`src/pkg/pmbus_cfg_defs.vh`:
```
// Constants for the PMBus margin, load-line, switching-rate and phase block.
// Assumes command codes arrive already decoded from the serial PMBus layer.
// Function
// - 25h holds the margin-high output target.
// - Margin-high default is 1.05 times strap voltage.
// - 26h holds the margin-low output target.
// - Margin-low default is 0.95 times strap voltage.
// - Margin words: paged 16-bit unsigned, two bytes.
// - Any target above maximum regulates at maximum.
// - Slope word uses linear-11 exponent and mantissa.
// - Sinking current raises the output by slope.
// - 33h global switching rate, strap default overridable.
// - Rate is 16 MHz over divisor 12..80.
// - Rate default from sync strap, span 615-800 kHz.
// - 37h sets phase position on shared sync.
// - Single share group assigns phase automatically.
// - Second phase runs 180 degrees after first.
// - Offset is rounded position*16/count times 22.5.
`ifndef PMBUS_CFG_DEFS_VH
`define PMBUS_CFG_DEFS_VH
`define CMD_MARGIN_UPPER 8'h25
`define CMD_MARGIN_LOWER 8'h26
`define CMD_LOAD_LINE 8'h28
`define CMD_SWITCH_RATE 8'h33
`define CMD_PHASE_POS 8'h37
`define OP_NOMINAL 2'h0
`define OP_MARGIN_UPPER 2'h1
`define OP_MARGIN_LOWER 2'h2
`define UPPER_MUL 16'h0015
`define LOWER_MUL 16'h0013
`define MARGIN_DIV 16'h0014
`define SLOPE_MAX_MV 32'h00000028
`define RATE_MIN_KHZ 32'h00000267
`define RATE_MAX_KHZ 32'h00000320
`define REF_KHZ 32'h00003E80
`define DIV_MIN 32'h0000000C
`define DIV_MAX 32'h00000050
`define HALF_TURN_STEPS 4'h8
`define POS_LSB 0
`define COUNT_LSB 4
`endif

```
`src/hw/load_line_calc.v`:
```
// Load-line offset for one output page from a linear-11 slope word.
// Assumes output current arrives in whole amperes as a signed word on this clock.
module load_line_calc (
  input wire sys_clk_i,
  input wire rst_i,
  input wire [15:0] slope_word_i,
  input wire signed [15:0] iout_i,
  output reg signed [23:0] drop_mv_o
);

  wire signed [4:0] exp_n = slope_word_i[15:11];
  wire signed [10:0] mant_y = slope_word_i[10:0];
  wire signed [26:0] raw = iout_i * mant_y;
  wire [4:0] right_amt = 5'h00 - exp_n;
  wire signed [26:0] scaled = exp_n[4] ? (raw >>> right_amt) : (raw <<< exp_n[3:0]);

  // The drop follows current sign, so a sinking rail sees a negative drop, i.e. a rise.
  always @(posedge sys_clk_i or posedge rst_i) begin
    if (rst_i) begin
      drop_mv_o <= 24'h000000;
    end else begin
      drop_mv_o <= scaled[23:0];
    end
  end

endmodule

```
`src/hw/pmbus_margin_droop_freq_config.v`:
```
// Command registers for margin setpoints, load line, switching rate and interleave.
// Assumes a PMBus front end hands over decoded word commands, and that straps are pins.
`include "pmbus_cfg_defs.vh"
module pmbus_margin_droop_freq_config (
  input wire sys_clk_i,
  input wire rst_i,
  input wire [7:0] cmd_code_i,
  input wire cmd_page_i,
  input wire cmd_wr_i,
  input wire cmd_rd_i,
  input wire [15:0] cmd_wdata_i,
  output reg [15:0] cmd_rdata_o,
  output reg cmd_ack_o,
  output reg cmd_err_o,
  input wire [15:0] voltage_select_strap_i,
  input wire [15:0] sync_strap_i,
  input wire [15:0] cfg_slope_strap_i,
  input wire [15:0] cfg_phase_strap_i,
  input wire [31:0] vout_command_i,
  input wire [31:0] vout_max_i,
  input wire [3:0] op_state_i,
  input wire [31:0] iout_i,
  input wire share_auto_i,
  input wire [3:0] share_slot_i,
  output reg [31:0] vout_target_o,
  output wire [47:0] drop_mv_o,
  output reg [6:0] rate_divisor_o,
  output reg [3:0] phase0_step_o,
  output reg [3:0] phase1_step_o,
  output reg straps_loaded_o
);

  // Linear-11 word to a signed integer, fraction dropped.
  function signed [31:0] lin11;
    input [15:0] w;
    reg signed [31:0] m;
    reg [4:0] e;
    begin
      m = {{21{w[10]}}, w[10:0]};
      e = w[15:11];
      if (e[4]) begin
        lin11 = m >>> (5'h00 - e);
      end else begin
        lin11 = m <<< e[3:0];
      end
    end
  endfunction

  // Three-stage strap synchronisers; only stages two and three are compared.
  reg [63:0] strap_s1;
  reg [63:0] strap_s2;
  reg [63:0] strap_s3;
  wire [63:0] strap_raw = {cfg_phase_strap_i, cfg_slope_strap_i, sync_strap_i, voltage_select_strap_i};
  reg [1:0] strap_fill;
  // All stages reset to zero and would agree at once, which would load zero defaults.
  // Wait until stage three holds a sampled pin value before the compare may count.
  wire strap_stable = (strap_s2 == strap_s3) && (strap_fill == 2'h3);

  always @(posedge sys_clk_i or posedge rst_i) begin
    if (rst_i) begin
      strap_s1 <= 64'h0000000000000000;
      strap_s2 <= 64'h0000000000000000;
      strap_s3 <= 64'h0000000000000000;
      strap_fill <= 2'h0;
    end else begin
      if (strap_fill != 2'h3) begin
        strap_fill <= strap_fill + 2'h1;
      end
      strap_s1 <= strap_raw;
      strap_s2 <= strap_s1;
      strap_s3 <= strap_s2;
    end
  end

  // Command registers; margin and slope are paged, rate and interleave are global.
  reg [15:0] margin_upper_setpoint [0:1];
  reg [15:0] margin_lower_setpoint [0:1];
  reg [15:0] load_line_slope [0:1];
  reg [15:0] switching_rate_select;
  reg [15:0] phase_position_config;
  reg load_pending;

  wire [15:0] strap_vsel = strap_s3[15:0];
  wire [31:0] up_prod = strap_vsel * `UPPER_MUL;
  wire [31:0] lo_prod = strap_vsel * `LOWER_MUL;
  wire [31:0] up_dflt = up_prod / {16'h0000, `MARGIN_DIV};
  wire [31:0] lo_dflt = lo_prod / {16'h0000, `MARGIN_DIV};

  // Write checks on the addressed page.
  wire [15:0] page_max = cmd_page_i ? vout_max_i[31:16] : vout_max_i[15:0];
  wire [15:0] margin_wr = (cmd_wdata_i > page_max) ? page_max : cmd_wdata_i;
  wire signed [31:0] wr_val = lin11(cmd_wdata_i);
  wire slope_ok = (wr_val >= 0) && (wr_val <= $signed(`SLOPE_MAX_MV));
  wire rate_ok = (wr_val >= $signed(`RATE_MIN_KHZ)) && (wr_val <= $signed(`RATE_MAX_KHZ));
  wire known = (cmd_code_i == `CMD_MARGIN_UPPER) || (cmd_code_i == `CMD_MARGIN_LOWER) ||
               (cmd_code_i == `CMD_LOAD_LINE) || (cmd_code_i == `CMD_SWITCH_RATE) ||
               (cmd_code_i == `CMD_PHASE_POS);

  // Defaults load once the straps agree after reset; earlier commands are refused, and one in the load cycle goes unanswered.
  // Out-of-range slope and rate writes are refused whole, keeping the old value,
  // because a silently clamped rate would still move the PWM mid-conversion.
  always @(posedge sys_clk_i or posedge rst_i) begin
    if (rst_i) begin
      margin_upper_setpoint[0] <= 16'h0000;
      margin_upper_setpoint[1] <= 16'h0000;
      margin_lower_setpoint[0] <= 16'h0000;
      margin_lower_setpoint[1] <= 16'h0000;
      load_line_slope[0] <= 16'h0000;
      load_line_slope[1] <= 16'h0000;
      switching_rate_select <= 16'h0000;
      phase_position_config <= 16'h0000;
      load_pending <= 1'b1;
      straps_loaded_o <= 1'b0;
      cmd_ack_o <= 1'b0;
      cmd_err_o <= 1'b0;
      cmd_rdata_o <= 16'h0000;
    end else begin
      cmd_ack_o <= 1'b0;
      cmd_err_o <= 1'b0;
      if (load_pending && strap_stable) begin
        load_pending <= 1'b0;
        straps_loaded_o <= 1'b1;
        margin_upper_setpoint[0] <= up_dflt[15:0];
        margin_upper_setpoint[1] <= up_dflt[15:0];
        margin_lower_setpoint[0] <= lo_dflt[15:0];
        margin_lower_setpoint[1] <= lo_dflt[15:0];
        load_line_slope[0] <= strap_s3[47:32];
        load_line_slope[1] <= strap_s3[47:32];
        switching_rate_select <= strap_s3[31:16];
        phase_position_config <= strap_s3[63:48];
      end else if (cmd_wr_i || cmd_rd_i) begin
        cmd_ack_o <= 1'b1;
        cmd_rdata_o <= 16'h0000;
        if (load_pending || !known) begin
          cmd_err_o <= 1'b1;
        end else if (cmd_wr_i) begin
          case (cmd_code_i)
            `CMD_MARGIN_UPPER: begin
              margin_upper_setpoint[cmd_page_i] <= margin_wr;
            end
            `CMD_MARGIN_LOWER: begin
              margin_lower_setpoint[cmd_page_i] <= margin_wr;
            end
            `CMD_LOAD_LINE: begin
              if (slope_ok) begin
                load_line_slope[cmd_page_i] <= cmd_wdata_i;
              end else begin
                cmd_err_o <= 1'b1;
              end
            end
            `CMD_SWITCH_RATE: begin
              if (rate_ok) begin
                switching_rate_select <= cmd_wdata_i;
              end else begin
                cmd_err_o <= 1'b1;
              end
            end
            default: begin
              phase_position_config <= cmd_wdata_i;
            end
          endcase
        end else begin
          case (cmd_code_i)
            `CMD_MARGIN_UPPER: cmd_rdata_o <= margin_upper_setpoint[cmd_page_i];
            `CMD_MARGIN_LOWER: cmd_rdata_o <= margin_lower_setpoint[cmd_page_i];
            `CMD_LOAD_LINE: cmd_rdata_o <= load_line_slope[cmd_page_i];
            `CMD_SWITCH_RATE: cmd_rdata_o <= switching_rate_select;
            default: cmd_rdata_o <= phase_position_config;
          endcase
        end
      end
    end
  end

  // Per page: pick the target from the operation state, clamp it, and form the drop.
  wire [31:0] clamped;
  genvar p;
  generate
    for (p = 0; p < 2; p = p + 1) begin : page
      wire [1:0] op = op_state_i[2 * p + 1:2 * p];
      wire [15:0] vmax = vout_max_i[16 * p + 15:16 * p];
      wire [15:0] pick = (op == `OP_MARGIN_UPPER) ? margin_upper_setpoint[p] :
                         (op == `OP_MARGIN_LOWER) ? margin_lower_setpoint[p] :
                         vout_command_i[16 * p + 15:16 * p];

      assign clamped[16 * p + 15:16 * p] = (pick > vmax) ? vmax : pick;

      load_line_calc slope_unit (
        .sys_clk_i(sys_clk_i),
        .rst_i(rst_i),
        .slope_word_i(load_line_slope[p]),
        .iout_i(iout_i[16 * p + 15:16 * p]),
        .drop_mv_o(drop_mv_o[24 * p + 23:24 * p])
      );
    end
  endgenerate

  // Both pages register in one process, so the target word has a single driver.
  always @(posedge sys_clk_i or posedge rst_i) begin
    if (rst_i) begin
      vout_target_o <= 32'h00000000;
    end else begin
      vout_target_o <= clamped;
    end
  end

  // Divisor is the nearest integer to the reference over the rate, held to its legal span.
  wire signed [31:0] rate_khz = lin11(switching_rate_select);
  wire [31:0] rate_safe = (rate_khz > 0) ? rate_khz : 32'h00000001;
  wire [31:0] div_raw = (`REF_KHZ + (rate_safe >> 1)) / rate_safe;
  wire [31:0] div_lim = (div_raw < `DIV_MIN) ? `DIV_MIN : (div_raw > `DIV_MAX) ? `DIV_MAX : div_raw;

  // Phase step of 22.5 degrees; modulo 16 steps is the 360-degree wrap.
  wire [3:0] pos = phase_position_config[`POS_LSB + 3:`POS_LSB];
  wire [3:0] cnt_raw = phase_position_config[`COUNT_LSB + 3:`COUNT_LSB];
  wire [8:0] cnt = (cnt_raw == 4'h0) ? 9'h001 : {5'h00, cnt_raw};
  wire [8:0] twice = {pos, 5'h00} / cnt;
  wire [8:0] rounded = (twice + 9'h001) >> 1;
  wire [3:0] step = share_auto_i ? share_slot_i : rounded[3:0];

  always @(posedge sys_clk_i or posedge rst_i) begin
    if (rst_i) begin
      rate_divisor_o <= 7'h00;
      phase0_step_o <= 4'h0;
      phase1_step_o <= 4'h0;
    end else begin
      rate_divisor_o <= div_lim[6:0];
      phase0_step_o <= step;
      phase1_step_o <= step + `HALF_TURN_STEPS;
    end
  end

endmodule

```
`config.mk`:
```
export PLATFORM = sky130hd
export DESIGN_NAME = pmbus_margin_droop_freq_config
export DESIGN_NICKNAME = d
export VERILOG_FILES = /design/src/hw/load_line_calc.v /design/src/hw/pmbus_margin_droop_freq_config.v
export VERILOG_INCLUDE_DIRS = /design/src /design/src/pkg
export SDC_FILE = /design/constraint.sdc
export NUM_CORES = 2
export LEC_CHECK = 0
export BUFFER_PORTS_ARGS = -buffer_cell sky130_fd_sc_hd__buf_2
export CAP_MARGIN = 20
export CORE_ASPECT_RATIO = 1.75
export CORE_MARGIN = 8
export CORE_UTILIZATION = 35
export CTS_CLUSTER_DIAMETER = 30
export CTS_CLUSTER_SIZE = 14
export DETAILED_ROUTE_END_ITERATION = 7
export PLACE_DENSITY = 0.48
export SYNTH_ARGS = -nofsm -noshare
export SYNTH_HDL_FRONTEND = slang
export SYNTH_SLANG_ARGS = --single-unit
```
`constraint.sdc`:
```
create_clock -name sys_clk_i -period 201.5 [get_ports sys_clk_i]
set_clock_uncertainty 0.05 [all_clocks]
set_input_delay 10.075 -clock sys_clk_i [delete_from_list [all_inputs] [get_ports sys_clk_i]]
set_output_delay 10.075 -clock sys_clk_i [all_outputs]
set_load 0.03 [all_outputs]
```
==> results.py <==
metrics = {
    "outcome": {
        "status": "completed",
    },
    "setup_path": {
        "critPathLaunchType": "flop",
        "reg2reg_depth": 511,
        "slowest_stage": "dfrtp_2",
        "slowest_delay_ps": 1020,
        "critPathRequiredTime_ps": 202060,
        "cp.arrival_ps": 114150,
        "r2r_slack_ps": 87910,
        "reg2reg_to": "rate_divisor_o[0]$_DFF_PP0_",
        "critPathKind": "reg -> reg",
        "r2r_start": "switching_rate_select[11]$_DFFE_PP0P_",
        "critPathMaxFanout": 48,
        "worst_path_most_repeated_cell": "o21a_1",
        "critPathCaptureType": "flop",
    },
    "floorplanning": {
        "die_area_sq_um": 223300,
        "start_util": 0.3518,
        "dieHeight_um": 619.2,
        "die_w_um": 360.7,
        "core-area_sq_um": 206800,
        "ios": 312,
        "num_rows": 221,
    },
    "timing": {
        "max_freq_mhz": 8.804,
        "fin_setup_tns_ps": 0,
        "slew_violations": 0,
        "tightest_slew_ps": 1102,
        "setup_viol": 0,
        "rsz0062_at_grt": "no",
        "fin_crit_sh": 0.5637,
        "max-slew-margin-rel": 0.2587,
        "hold_violations": 0,
        "period_minus_slack_ps": 113590,
    },
    "logic_synthesis": {
        "seq_area_frac_synth": 0.1493,
        "synthAdderAreaFrac": 0.2363,
        "muxShareOfSynthArea": 0.07101,
        "yosysWarnings": 0,
        "netlist_area_sq_um": 72770,
        "yosys.area_share.xor_xnor": 0.03906,
        "synth_flop_cell": "dfrtp_1",
        "yosys.cell_types.count": 121,
        "synth_compound_area_frac": 0.2377,
        "synth_cells": 9287,
        "synth_edf_count": 0,
        "synthSimpleGateAreaFrac": 0.2020,
        "ys_seq_elements": 434,
        "async_flop_share": 1.000,
        "synth_top_family_by_area": "compound AO/OA/AOI/OAI gates",
        "syn_area_per_cell_sq_um": 7.836,
    },
    "global_route": {
        "grt_max_degree": 165,
        "grt_pass1_wl_mm": 459.6,
        "grtUsageTotal": 0.2686,
        "grt_pass1_vias": 72962,
        "grt-ovfl-total": 0,
        "antenna_found_initial": 18,
    },
    "route": {
        "routed-wl-met3_mm": 13.73,
        "drc_errors": 0,
        "avgViaCountPerCell": 5.859,
        "drt_first_pass_iters": 8,
        "wl_met2_mm": 163.2,
        "met1_length_mm": 105.7,
        "drtIter0Drc": 4484,
        "final_antenna_net_count": 0,
        "num_vias": 71569,
        "highest_layer": "met5",
        "wire_per_inst_um": 25.49,
        "wl_mm": 311.4,
    },
    "clock_network": {
        "post-cts-setup-buffers": 0,
        "clock_path_buffers": 3,
        "cts_sinks": 434,
        "numCtsBuffers": 93,
        "h-tree-depth": 3,
        "cts-resized-gates": 0,
        "root_buffer": "clkbuf_16",
        "cts_tree": "built",
        "clk_pin_slew_ps": 50,
        "insertion_delay_ps": 740,
        "holdBufCountCts": 0,
    },
    "place": {
        "place.gp.congestion": 0.9608,
        "port_buffers": 311,
        "dpl.hpwl_mm": 254.0,
    },
    "job": {
        "drv_cap": 0,
    },
    "worst_hold_path": {
        "worstHoldPathType": "reg -> reg",
        "min_to": "strap_s2[35]$_DFF_PP0_",
        "whs_path_depth": 0,
        "min-delay-start": "strap_s1[35]$_DFF_PP0_",
    },
    "finish": {
        "layout.nets": 10813,
        "area_growth_pct": 11.20,
        "drive_gt1_frac": 0.1106,
        "final_common_cell": "nor2_1",
        "multi_input_comb_area_sq_um": 57520,
        "fillers": 21415,
        "regArea_sq_um": 10870,
        "final_cell_mix": "nor2_1, ha_1, inv_1",
        "final_util": 0.3912,
    },
}
## per-layer routing
metal  up-vias  GRT usage
met5         -          0
met2      2250     0.5118
li1      33605          -
met4         4     0.2047
met3       884    0.03596
met1     34826     0.2596
## sequential cells by signal, summed over array words and instances (netlist names), 7 cells and up
name,flops
cmd_rdata_o,16
load_line_slope,32
margin_lower_setpoint,32
margin_upper_setpoint,32
page.slope_unit.drop_mv_o,48
phase_position_config,16
rate_divisor_o,7
strap_s1,64
strap_s2,64
strap_s3,64
switching_rate_select,16
vout_target_o,32
## synthesized netlist by cell type (94+ instances only)
cell,n,share of area
a211oi_1,131,0.014
a21o_1,135,0.014
a21oi_1,646,0.044
and2_1,223,0.019
clkbuf_1,373,0.019
dfrtp_1,433,0.15
fa_1,348,0.096
ha_1,816,0.14
inv_1,788,0.041
mux2_2,196,0.030
mux2i_1,226,0.031
nand2_1,735,0.038
nand2b_1,94,0.0081
nand3_1,168,0.012
nor2_1,945,0.049
nor3_1,398,0.027
o21a_1,309,0.032
o21ai_0,471,0.032
or3_1,95,0.0082
xnor2_1,219,0.026
xor2_1,103,0.012
## cell type report
class,count,share of cell area
Timing Repair Buffer,463,0.03389
Antenna cell,12,0.0003711
Tap cell,2676,0.04138
Inverter,797,0.03706
Sequential cell,434,0.1343
Clock buffer,110,0.03078
Clock inverter,62,0.01141
Multi-Input combinational cell,7662,0.7108
## stage by stage
stage               hold WS (ps)  area, sq um  instances  setup slack (ps)
global route               283.2        80900      12206             77520
floorplan                  281.2        72910       9324            101740
CTS                        278.2        80850      12201             88850
detailed placement         285.7        77430      12029             89450
finish                     260.3        80920      12216             87910
global placement           283.1        77420      12027             92140
## worst max path at each step
stage / start / to / slack (ps) / cells past startpoint
floorplan: switching_rate_select[11]$_DFFE_PP0P_ / rate_divisor_o[0]$_DFF_PP0_ / 101740 / 520
global placement: switching_rate_select[11]$_DFFE_PP0P_ / rate_divisor_o[0]$_DFF_PP0_ / 92140 / 506
detailed placement: switching_rate_select[11]$_DFFE_PP0P_ / rate_divisor_o[0]$_DFF_PP0_ / 89450 / 509
CTS: switching_rate_select[11]$_DFFE_PP0P_ / rate_divisor_o[0]$_DFF_PP0_ / 88850 / 509
global route: switching_rate_select[11]$_DFFE_PP0P_ / rate_divisor_o[0]$_DFF_PP0_ / 77520 / 511
finish: switching_rate_select[11]$_DFFE_PP0P_ / rate_divisor_o[0]$_DFF_PP0_ / 87910 / 511
## worst max-delay path, delay by kind of cell, from the launching register on
| kind | cells | cell delay [ps] |
|---|---|---|
| AOI/OAI and AO/OA | 403 | 85510 |
| adders and majority gates | 32 | 9670 |
| and+or+nand+nor | 44 | 7760 |
| buffers and inverters | 21 | 5370 |
| muxes | 10 | 3060 |
| DFF | 1 | 1020 |
| xor gates and xnor gates | 1 | 820 |
## kinds of logic after synthesis
group / Yosys count
other: 2
flip-flops: 434
AND/OR/NAND/NOR: 3102
adder cells (fa/ha/maj): 1166
buffers and inverters: 1228
AO/OA/AOI/OAI: 2579
multiplexers: 453
XOR/XNOR: 323
Power is left out: the tool's default activity adds up to more than one toggle a clock period on the data nets, which glitch-free logic cannot reach.
